**src/hw/wd_map.svh**
```systemverilog
`ifndef WD_MAP_SVH
`define WD_MAP_SVH

// Register offsets on the register port
`define WD_OFS_STATUS      8'h00
`define WD_OFS_CONFIG      8'h04

// Status flag positions
`define WD_ST_SLOW_OSC     7
`define WD_ST_PUMP         6
`define WD_ST_OVERVOLT     5
`define WD_ST_UNDERVOLT    4
`define WD_ST_OVERTEMP     3
`define WD_ST_DOG_SYS      2
`define WD_ST_DOG_CPU      1
`define WD_ST_POR          0

// Reset values
`define WD_STATUS_RESET    8'h01
`define WD_CONFIG_RESET    8'h11

// Timing
`define WD_SLOW_KHZ        125
`define WD_BASE_MS         10
`define WD_BASE_TICKS      (`WD_SLOW_KHZ * `WD_BASE_MS)
`define WD_REF_PERIOD_NS   5
`define WD_OSC_LOSS_NS     32000
`define WD_OSC_LOSS_CYCLES (`WD_OSC_LOSS_NS / `WD_REF_PERIOD_NS)
`define WD_CPU_RST_TICKS   8'h10
`define WD_SYS_RST_TICKS   8'h80

`endif

```
**src/hw/wd_pkg.sv**
```systemverilog
package wd_pkg;

    typedef enum logic [1:0] {
        WD_IDLE      = 2'h0,
        WD_CPU_PULSE = 2'h1,
        WD_SYS_PULSE = 2'h3
    } wd_pulse_e;

    typedef struct packed {
        logic       clear_toggle;
        logic [1:0] sys_count;
        logic [2:0] cpu_timeout;
        logic       lock;
        logic       enable;
    } wd_cfg_s;

    typedef struct packed {
        logic pump_voltage;
        logic overvoltage;
        logic undervoltage;
        logic overtemp;
    } wd_fault_s;

endpackage

```
**src/hw/wd_supervisor.sv**
```systemverilog
// Operation
// - Status bit 7 set while the 125kHz slow clock has stopped.
// - Bit 6 set on pump voltage fault during driver use; drivers forced off.
// - Bit 5 set on overvoltage; drivers off when overvoltage protect is 1.
// - Bit 4 set on undervoltage; drivers off when undervoltage protect is 1.
// - Bit 3 set on overtemperature; drivers disabled at the same time.
// - Bit 2 set when the watchdog issued a full system reset.
// - Bit 1 set when the watchdog caused a processor reset.
// - Bit 0 set when the power-on reset caused the system reset.
// - Status flags clear only on written one; zero leaves them unchanged.
// - Watchdog timing is taken from the free-running 125kHz slow clock.
// - Watchdog runs only while enable bit is 1; otherwise no reset.
// - Enabled watchdog makes a 10ms base counted by two post-scalers.
// - Processor post-scaler time-out without clear resets the processor only.
// - After configured consecutive processor resets, reset the whole system.
// - Every change of clear bit clears counter and both post-scalers.
// - With lock set, config writes ignored except the clear bit.
// - Lock clears only at power-on reset; locked enabled dog stays enabled.
// - Disabling the watchdog clears both post-scalers immediately.
// - While enabled, time-out and system count fields cannot change.
// - System reset runs full power-on flow, so longer pulse than processor.
// - Watchdog stops in sleep or standby unless low-power enable is 1.
// - In sleep with system reset enabled, system time-out wakes instead.
// - In standby, processor time-out wakes instead of resetting the processor.
// - System count field: 00 none, 01 every reset, 10 after 4, 11 after 8.
// - Processor time-out field multiplies 10ms base by 2 to the n.
// - After power-on reset: enabled, 160ms time-out, no system reset.
`timescale 1ns/1ps
`default_nettype none
`include "wd_map.svh"

module wd_supervisor #(
    parameter int OSC_LOSS_CYCLES = `WD_OSC_LOSS_CYCLES
) (
    input  wire logic              REF_CLK,
    input  wire logic              RST,
    input  wire logic              SLOW_CLK,
    input  wire logic [7:0]        REG_ADDR,
    input  wire logic              REG_WR,
    input  wire logic              REG_RD,
    input  wire logic [7:0]        REG_WDATA,
    output var  logic [7:0]        REG_RDATA,
    input  wire wd_pkg::wd_fault_s FAULT_IN,
    input  wire logic              DRV_ACTIVE,
    input  wire logic              OVERVOLT_PROTECT,
    input  wire logic              UNDERVOLT_PROTECT,
    input  wire logic              LOWPOWER_DOG_EN,
    input  wire logic              SLEEP_MODE,
    input  wire logic              STANDBY_MODE,
    output var  logic              CPU_RST,
    output var  logic              SYS_RST,
    output var  logic              WAKE,
    output var  logic              DRV_OFF
);
    import wd_pkg::*;

    ////////////////////////////////////////////////////////////////////////
    // Pin synchronisation
    logic [4:0] sync_q;
    wd_fault_s  fault;

    wd_sync3 #(
        .WIDTH (5)
    ) u_sync (
        .clk (REF_CLK),
        .rst (RST),
        .d   ({SLOW_CLK, FAULT_IN}),
        .q   (sync_q)
    );

    assign fault = wd_fault_s'(sync_q[3:0]);

    logic slow_prev_q;
    wire  slow_now  = sync_q[4];
    wire  slow_tick = slow_now & ~slow_prev_q;
    wire  slow_edge = slow_now ^ slow_prev_q;

    always_ff @(posedge REF_CLK or posedge RST) begin
        if (RST) begin
            slow_prev_q <= 1'b0;
        end else begin
            slow_prev_q <= slow_now;
        end
    end

    ////////////////////////////////////////////////////////////////////////
    // Slow clock loss monitor
    logic [15:0] loss_cnt_q;
    logic [15:0] loss_cnt_d;
    wire         osc_lost = (32'(loss_cnt_q) >= OSC_LOSS_CYCLES);

    assign loss_cnt_d = slow_edge ? 16'h0000 : (osc_lost ? loss_cnt_q : loss_cnt_q + 16'h0001);

    always_ff @(posedge REF_CLK or posedge RST) begin
        if (RST) begin
            loss_cnt_q <= 16'h0000;
        end else begin
            loss_cnt_q <= loss_cnt_d;
        end
    end

    ////////////////////////////////////////////////////////////////////////
    // Register decode
    wire wr_status = REG_WR && (REG_ADDR == `WD_OFS_STATUS);
    wire wr_config = REG_WR && (REG_ADDR == `WD_OFS_CONFIG);

    ////////////////////////////////////////////////////////////////////////
    // Configuration register
    wd_cfg_s cfg_q;
    wd_cfg_s cfg_d;
    wd_cfg_s cfg_wr;

    assign cfg_wr = wd_cfg_s'(REG_WDATA);

    always_comb begin
        cfg_d = cfg_q;
        if (wr_config) begin
            cfg_d.clear_toggle = cfg_wr.clear_toggle;
            if (!cfg_q.lock) begin
                cfg_d.enable = cfg_wr.enable;
                cfg_d.lock   = cfg_wr.lock;
                if (!cfg_q.enable) begin
                    cfg_d.sys_count   = cfg_wr.sys_count;
                    cfg_d.cpu_timeout = cfg_wr.cpu_timeout;
                end
            end
        end
    end

    always_ff @(posedge REF_CLK or posedge RST) begin
        if (RST) begin
            cfg_q <= wd_cfg_s'(`WD_CONFIG_RESET);
        end else begin
            cfg_q <= cfg_d;
        end
    end

    // Service by inverting the clear bit
    wire clear_req = wr_config && (cfg_wr.clear_toggle != cfg_q.clear_toggle);

    ////////////////////////////////////////////////////////////////////////
    // Watchdog counters, all stepped on slow clock rising edges
    wire low_power = SLEEP_MODE | STANDBY_MODE;
    wire dog_run   = cfg_q.enable & (~low_power | LOWPOWER_DOG_EN);

    logic        clr_pend_q;
    logic [10:0] base_q;
    logic [6:0]  cpu_ps_q;
    logic [3:0]  sys_ps_q;
    logic        clr_pend_d;
    logic [10:0] base_d;
    logic [6:0]  cpu_ps_d;
    logic [3:0]  sys_ps_d;

    wire       base_wrap = (base_q == 11'(`WD_BASE_TICKS - 1));
    wire [7:0] cpu_lim   = 8'(8'h01 << cfg_q.cpu_timeout);
    wire       cpu_hit   = base_wrap && ({1'b0, cpu_ps_q} + 8'h01 == cpu_lim);
    wire [3:0] sys_lim   = (cfg_q.sys_count == 2'h1) ? 4'h1 :
                           (cfg_q.sys_count == 2'h2) ? 4'h4 : 4'h8;
    wire       sys_on    = (cfg_q.sys_count != 2'h0);
    wire       sys_hit   = sys_on && (sys_ps_q + 4'h1 >= sys_lim);
    wire       timeout   = dog_run && slow_tick && !clr_pend_q && cpu_hit;

    always_comb begin
        clr_pend_d = clr_pend_q;
        base_d     = base_q;
        cpu_ps_d   = cpu_ps_q;
        sys_ps_d   = sys_ps_q;
        if (!dog_run) begin
            clr_pend_d = 1'b0;
            base_d     = 11'h000;
            cpu_ps_d   = 7'h00;
            sys_ps_d   = 4'h0;
        end else if (slow_tick) begin
            if (clr_pend_q) begin
                clr_pend_d = 1'b0;
                base_d     = 11'h000;
                cpu_ps_d   = 7'h00;
                sys_ps_d   = 4'h0;
            end else if (base_wrap) begin
                base_d = 11'h000;
                if (cpu_hit) begin
                    cpu_ps_d = 7'h00;
                    sys_ps_d = sys_hit ? 4'h0 : sys_ps_q + 4'h1;
                end else begin
                    cpu_ps_d = cpu_ps_q + 7'h01;
                end
            end else begin
                base_d = base_q + 11'h001;
            end
        end
        // A request in the tick cycle still lands on the next tick
        if (clear_req && dog_run) begin
            clr_pend_d = 1'b1;
        end
    end

    always_ff @(posedge REF_CLK or posedge RST) begin
        if (RST) begin
            clr_pend_q <= 1'b0;
            base_q     <= 11'h000;
            cpu_ps_q   <= 7'h00;
            sys_ps_q   <= 4'h0;
        end else begin
            clr_pend_q <= clr_pend_d;
            base_q     <= base_d;
            cpu_ps_q   <= cpu_ps_d;
            sys_ps_q   <= sys_ps_d;
        end
    end

    ////////////////////////////////////////////////////////////////////////
    // Time-out routing: reset in normal mode, wake-up in standby, or in sleep on a system time-out
    wire go_wake = timeout && (STANDBY_MODE || (SLEEP_MODE && sys_hit));
    wire go_sys  = timeout && !low_power && sys_hit;
    wire go_cpu  = timeout && !low_power;

    ////////////////////////////////////////////////////////////////////////
    // Reset pulse generator
    // Pulse length counts slow ticks, so it stalls if the slow clock dies
    wd_pulse_e  pulse_q;
    wd_pulse_e  pulse_d;
    logic [7:0] pulse_cnt_q;
    logic [7:0] pulse_cnt_d;
    logic       wake_q;

    always_comb begin
        pulse_d     = pulse_q;
        pulse_cnt_d = pulse_cnt_q;
        case (pulse_q)
            WD_IDLE: begin
                if (go_sys) begin
                    pulse_d     = WD_SYS_PULSE;
                    pulse_cnt_d = `WD_SYS_RST_TICKS;
                end else if (go_cpu) begin
                    pulse_d     = WD_CPU_PULSE;
                    pulse_cnt_d = `WD_CPU_RST_TICKS;
                end
            end
            WD_CPU_PULSE, WD_SYS_PULSE: begin
                if (go_sys) begin
                    pulse_d     = WD_SYS_PULSE;
                    pulse_cnt_d = `WD_SYS_RST_TICKS;
                end else if (slow_tick) begin
                    if (pulse_cnt_q == 8'h01) begin
                        pulse_d = WD_IDLE;
                    end
                    pulse_cnt_d = pulse_cnt_q - 8'h01;
                end
            end
            default: begin
                pulse_d     = WD_IDLE;
                pulse_cnt_d = 8'h00;
            end
        endcase
    end

    always_ff @(posedge REF_CLK or posedge RST) begin
        if (RST) begin
            pulse_q     <= WD_IDLE;
            pulse_cnt_q <= 8'h00;
            wake_q      <= 1'b0;
        end else begin
            pulse_q     <= pulse_d;
            pulse_cnt_q <= pulse_cnt_d;
            wake_q      <= go_wake;
        end
    end

    // A system reset also holds the processor in reset
    assign CPU_RST = (pulse_q != WD_IDLE);
    assign SYS_RST = (pulse_q == WD_SYS_PULSE);
    assign WAKE    = wake_q;

    ////////////////////////////////////////////////////////////////////////
    // Reset and fault status flags, set wins over a write-one clear
    logic [7:0] status_q;
    logic [7:0] status_set;
    wire  [7:0] status_clr = wr_status ? REG_WDATA : 8'h00;

    always_comb begin
        status_set = 8'h00;
        status_set[`WD_ST_SLOW_OSC]  = osc_lost;
        status_set[`WD_ST_PUMP]      = fault.pump_voltage & DRV_ACTIVE;
        status_set[`WD_ST_OVERVOLT]  = fault.overvoltage;
        status_set[`WD_ST_UNDERVOLT] = fault.undervoltage;
        status_set[`WD_ST_OVERTEMP]  = fault.overtemp;
        status_set[`WD_ST_DOG_SYS]   = go_sys;
        status_set[`WD_ST_DOG_CPU]   = go_cpu;
    end

    always_ff @(posedge REF_CLK or posedge RST) begin
        if (RST) begin
            status_q <= `WD_STATUS_RESET;
        end else begin
            status_q <= (status_q & ~status_clr) | status_set;
        end
    end

    ////////////////////////////////////////////////////////////////////////
    // Driver shut-down
    logic drv_off_q;
    wire  drv_off_d = status_q[`WD_ST_PUMP]
                    | (status_q[`WD_ST_OVERVOLT] & OVERVOLT_PROTECT)
                    | (status_q[`WD_ST_UNDERVOLT] & UNDERVOLT_PROTECT)
                    | status_q[`WD_ST_OVERTEMP] | fault.overtemp;

    always_ff @(posedge REF_CLK or posedge RST) begin
        if (RST) begin
            drv_off_q <= 1'b0;
        end else begin
            drv_off_q <= drv_off_d;
        end
    end

    assign DRV_OFF = drv_off_q;

    ////////////////////////////////////////////////////////////////////////
    // Read data
    wire [7:0] rd_mux = (REG_ADDR == `WD_OFS_STATUS) ? status_q :
                        (REG_ADDR == `WD_OFS_CONFIG) ? 8'(cfg_q) : 8'h00;

    always_ff @(posedge REF_CLK or posedge RST) begin
        if (RST) begin
            REG_RDATA <= 8'h00;
        end else if (REG_RD) begin
            REG_RDATA <= rd_mux;
        end
    end

endmodule

`default_nettype wire

```
**src/hw/wd_sync3.sv**
```systemverilog
`timescale 1ns/1ps
`default_nettype none

module wd_sync3 #(
    parameter int WIDTH = 1
) (
    input  wire logic             clk,
    input  wire logic             rst,
    input  wire logic [WIDTH-1:0] d,
    output var  logic [WIDTH-1:0] q
);

    genvar i;
    generate
        for (i = 0; i < WIDTH; i = i + 1) begin : g_bit
            logic s1_q;
            logic s2_q;
            logic s3_q;
            always_ff @(posedge clk or posedge rst) begin
                if (rst) begin
                    s1_q <= 1'b0;
                    s2_q <= 1'b0;
                    s3_q <= 1'b0;
                    q[i] <= 1'b0;
                end else begin
                    s1_q <= d[i];
                    s2_q <= s1_q;
                    s3_q <= s2_q;
                    // Accept a new level only once two stages agree
                    if (s2_q == s3_q) begin
                        q[i] <= s3_q;
                    end
                end
            end
        end
    endgenerate

endmodule

`default_nettype wire

```
**config.mk**
```make
export PLATFORM = sky130hd
export DESIGN_NAME = wd_supervisor
export DESIGN_NICKNAME = d
export VERILOG_FILES = /design/src/hw/wd_pkg.sv /design/src/hw/wd_supervisor.sv /design/src/hw/wd_sync3.sv
export VERILOG_INCLUDE_DIRS = /design/src /design/src/hw
export SDC_FILE = /design/constraint.sdc
export NUM_CORES = 1
export LEC_CHECK = 0
export ABC_AREA = 1
export BUFFER_PORTS_ARGS = -buffer_cell sky130_fd_sc_hd__buf_2
export CORE_MARGIN = 1
export CORE_UTILIZATION = 25
export DETAILED_ROUTE_END_ITERATION = 8
export GPL_TIMING_DRIVEN = 0
export PLACE_DENSITY = 0.51
export SETUP_SLACK_MARGIN = 0.05
export SLEW_MARGIN = 40
export SYNTH_ARGS = -nofsm -noshare
export SYNTH_HDL_FRONTEND = slang
export SYNTH_HIERARCHICAL = 1
export SYNTH_SLANG_ARGS = --single-unit
```
**constraint.sdc**
```tcl
create_clock -name REF_CLK -period 5.7 [get_ports REF_CLK]
set_input_delay 0.57 -clock REF_CLK [delete_from_list [all_inputs] [get_ports REF_CLK]]
set_output_delay 0.57 -clock REF_CLK [all_outputs]
set_load 0.1 [all_outputs]
```
==> out/qor.yml <==
outcome: "finished, final reports clean"
finalSetupViolations: 0
antenna_violating_nets_post_route: 0
clk_transition_reported_paths_ps: 80
final_layout_size_suffix_gt1_share_pct: 17.2
clock_sinks: 96
timing.setup.tns_ps: 0
required_ps: 5940
share_of_the_yosys_chip_area_belonging_to_registers_pct: 48.0
timing.max_cap.violations: 0
detail_placement_hpwl_mm: 7.99
finish.net_count: 704
start_kind: "register"
grt_remaining_overflow: 0
floorplan.core_area_mm2: 0.0195
cts-buffers-inserted: 9
diodes: 0
highest_achievable_clock_rate_ghz: 0.457
vias: 3890
synthesis.area_mm2: 0.00501
clk_latency_ps: 350
synth.avg_cell_area_um2: 8.28
power_leakage_nw: 2.90
layout_setup_ws_ps: 3510
r2r_setup_slack_ps: 3510
cts-hold-fix-buffers: 0
tightestPinTransition_ps: 672
ys_types: 45
crit_path_end_kind: "register"
firstDrtPassIters: 5
clock_tree_from_tritoncts: "done"
io_pins: 43
post_drt_via_cell_ratio: 4.19
slew-limit-headroom_pct: 55.0
post-cts-setup-buffers: 0
cts_root_buffer: "clkbuf_16"
synth-seq-cells: 96
critical-path-max-stage-delay_ps: 470
clock_skew_ps: 10.4
detail_route.wirelength_mm: 10.8
hold_viol: 0
grt_start_max_net_pins: 48
period_minus_slack_ps: 2190
htree_num_levels: 3
drt_drc_violations_left: 0
die_width_um: 144
cts.repair.resized: 0
synthCells: 605
initial_utilization_pct: 25.7
floorplan.rows: 51
timing.final.crit_share_pct: 38.4
area_growth_pct: 17.5
seq_area_mm2: 0.00241
vdd_drop_max_uv: 191
path_cells: "ha_1 -> inv_2 -> nand2_1 -> nand2_1 -> nand2_1 -> nand2_1 -> nor2_2 -> nand3b_1 -> nor3_1 -> nand3_1 -> nor2_1 -> nand2_1 -> nand3_1 -> nand2_1"
syn_nets: 651
chipHeight_um: 144
cp_max_fo: 5
design.die.area_mm2: 0.0206
grt_antenna_before_repair: 0
gp_congestion: 0.776
power.density_mw_per_mm2: 284
unrepaired_setup_endpoints_after_global_routing: "false"
arrival_ps: 2430
fill_cells: 2148
detailedRoute.firstIterationViolations: 204
multiInputGateArea_mm2: 0.00218
grt_pass1_wl_mm: 18.2
via_count_of_the_first_global_routing_pass: 3634
route.detailed.wl_per_inst_um: 11.6
yosysWarningCount: 6
cts.path.max_buffers: 2
place_worst_setup_slack_ps: 3340
cpMostUsedCell: "nand2_1"
criticalPathCategory: "reg -> reg"
port_buffers: 41
critical-path-slowest-cell: "dfrtp_1"
fin_max_slew_vios: 0
global_route.usage.total_pct: 11.5
worstHoldPathType: "in -> async"
## cells by family (layout without fill, tap and decap cells)
group	Yosys count	in the layout	synth area share, %
AOI/OAI and AO/OA	87	87	9.82
adders and majority gates	15	15	3.75
and+or+nand+nor	291	291	28.0
DFF	96	96	48.0
xor gates and xnor gates	11	11	1.92
buffers and inverters	105	163	8.44
## power by group
part	switching (mW)	leakage [nW]	internal, mW
Combinational	0.178	1.53	0.0865
Clock	0.292	0.155	0.351
Sequential	0.0386	1.22	0.727
## cells in the final DEF, fill, tap and decap left out, drive strengths merged, types with 3 or more instances in the layout
cell type / count
ha: 15
dfrtp: 93
inv: 101
nand3b: 5
nand3: 38
clkbuf: 12
nand2: 157
xnor2: 3
buf: 47
nand4: 9
a211oi: 3
o22ai: 4
dfstp: 3
a21oi: 36
nor4: 4
o21ai: 37
nor3: 15
xor2: 8
nor2: 58
## per-stage QoR
stage	cells	cell area, um2	power (mW)	util [%]	hold WS, ps
floorplan	605	5010	0.973	-	331
global placement	911	5550	1.04	28.4	334
detailed placement	912	5580	1.05	28.6	337
CTS	928	5890	1.70	30.1	196
global route	928	5890	1.76	30.1	215
finish	928	5890	1.67	30.1	202
## cell type report
cell class / count / share of cell area (%)
clock inverter: 7 / 1.42
buffer: 8 / 0.978
inverter: 97 / 6.29
clock buffer: 9 / 3.83
tap: 265 / 5.63
multi-input combinational: 404 / 37.0
timing repair buffer: 42 / 3.95
sequential: 96 / 40.9
## path summary, 6_finish.rpt
path	to	cells past startpoint	from
worst max-delay path	pulse_cnt_q[2]	14	cpu_ps_q[1]
worst max register to register	pulse_cnt_q[2]	14	cpu_ps_q[1]
max in group asynchronous	cfg_q[0]	3	RST
min in group REF_CLK	u_sync/g_bit[0].s1_q	1	FAULT_IN[0]
worst min-delay path	status_q[5]	2	RST
worst min register to register	u_sync/g_bit[4].s2_q	0	u_sync/g_bit[4].s1_q
## cells in the mapped netlist, drive strengths merged
cell type	number	area share, %
nand2	157	13
inv	96	7.2
dfrtp	93	46
nor2	58	5.6
nand3	38	4.0
o21ai	37	4.1
a21oi	36	3.6
ha	15	3.7
nor3	15	1.7
nand4	9	1.4
xor2	8	1.4
buf	5	0.92
nand3b	5	0.75
nor4	4	0.80
o22ai	4	0.50
a211oi	3	0.55
clkbuf	3	0.22
dfstp	3	1.6
xnor2	3	0.52
o21a	2	0.30
o21bai	2	0.30
or2	2	0.30
a221oi	1	0.17
and3	1	0.12
clkinv	1	0.10
nor3b	1	0.15
nor4b	1	0.47
o211ai	1	0.15
o311ai	1	0.17
## critical path: cells and delay by family (launching register included)
kind / cells / cell delay (ps)
buffers and inverters: 1 / 50
adders and majority gates: 1 / 310
and+or+nand+nor: 12 / 1240
DFF: 1 / 470
## metal layers
layer  wire length [um]  share of wire, %  up-vias  global-route usage, %
met5                  0                 0        -                      0
met3                269               2.5       15                   2.30
met4                186               1.7        0                   4.54
met2               4690                44       42                   17.3
met1               5620                52     1783                   16.0
li1                   -                 -     2050                      -
## flip-flops by register name, summed over array words and instances, names as in the netlist, 4 cells and up
signal / flops
REG_RDATA: 8
base_q: 11
cfg_q: 8
cpu_ps_q: 7
loss_cnt_q: 16
pulse_cnt_q: 8
status_q: 8
sys_ps_q: 4
u_sync/g_bit.s1_q: 5
u_sync/g_bit.s2_q: 5
u_sync/g_bit.s3_q: 5
u_sync/q: 5
No activity file was read; power rests on OpenSTA's default activity.
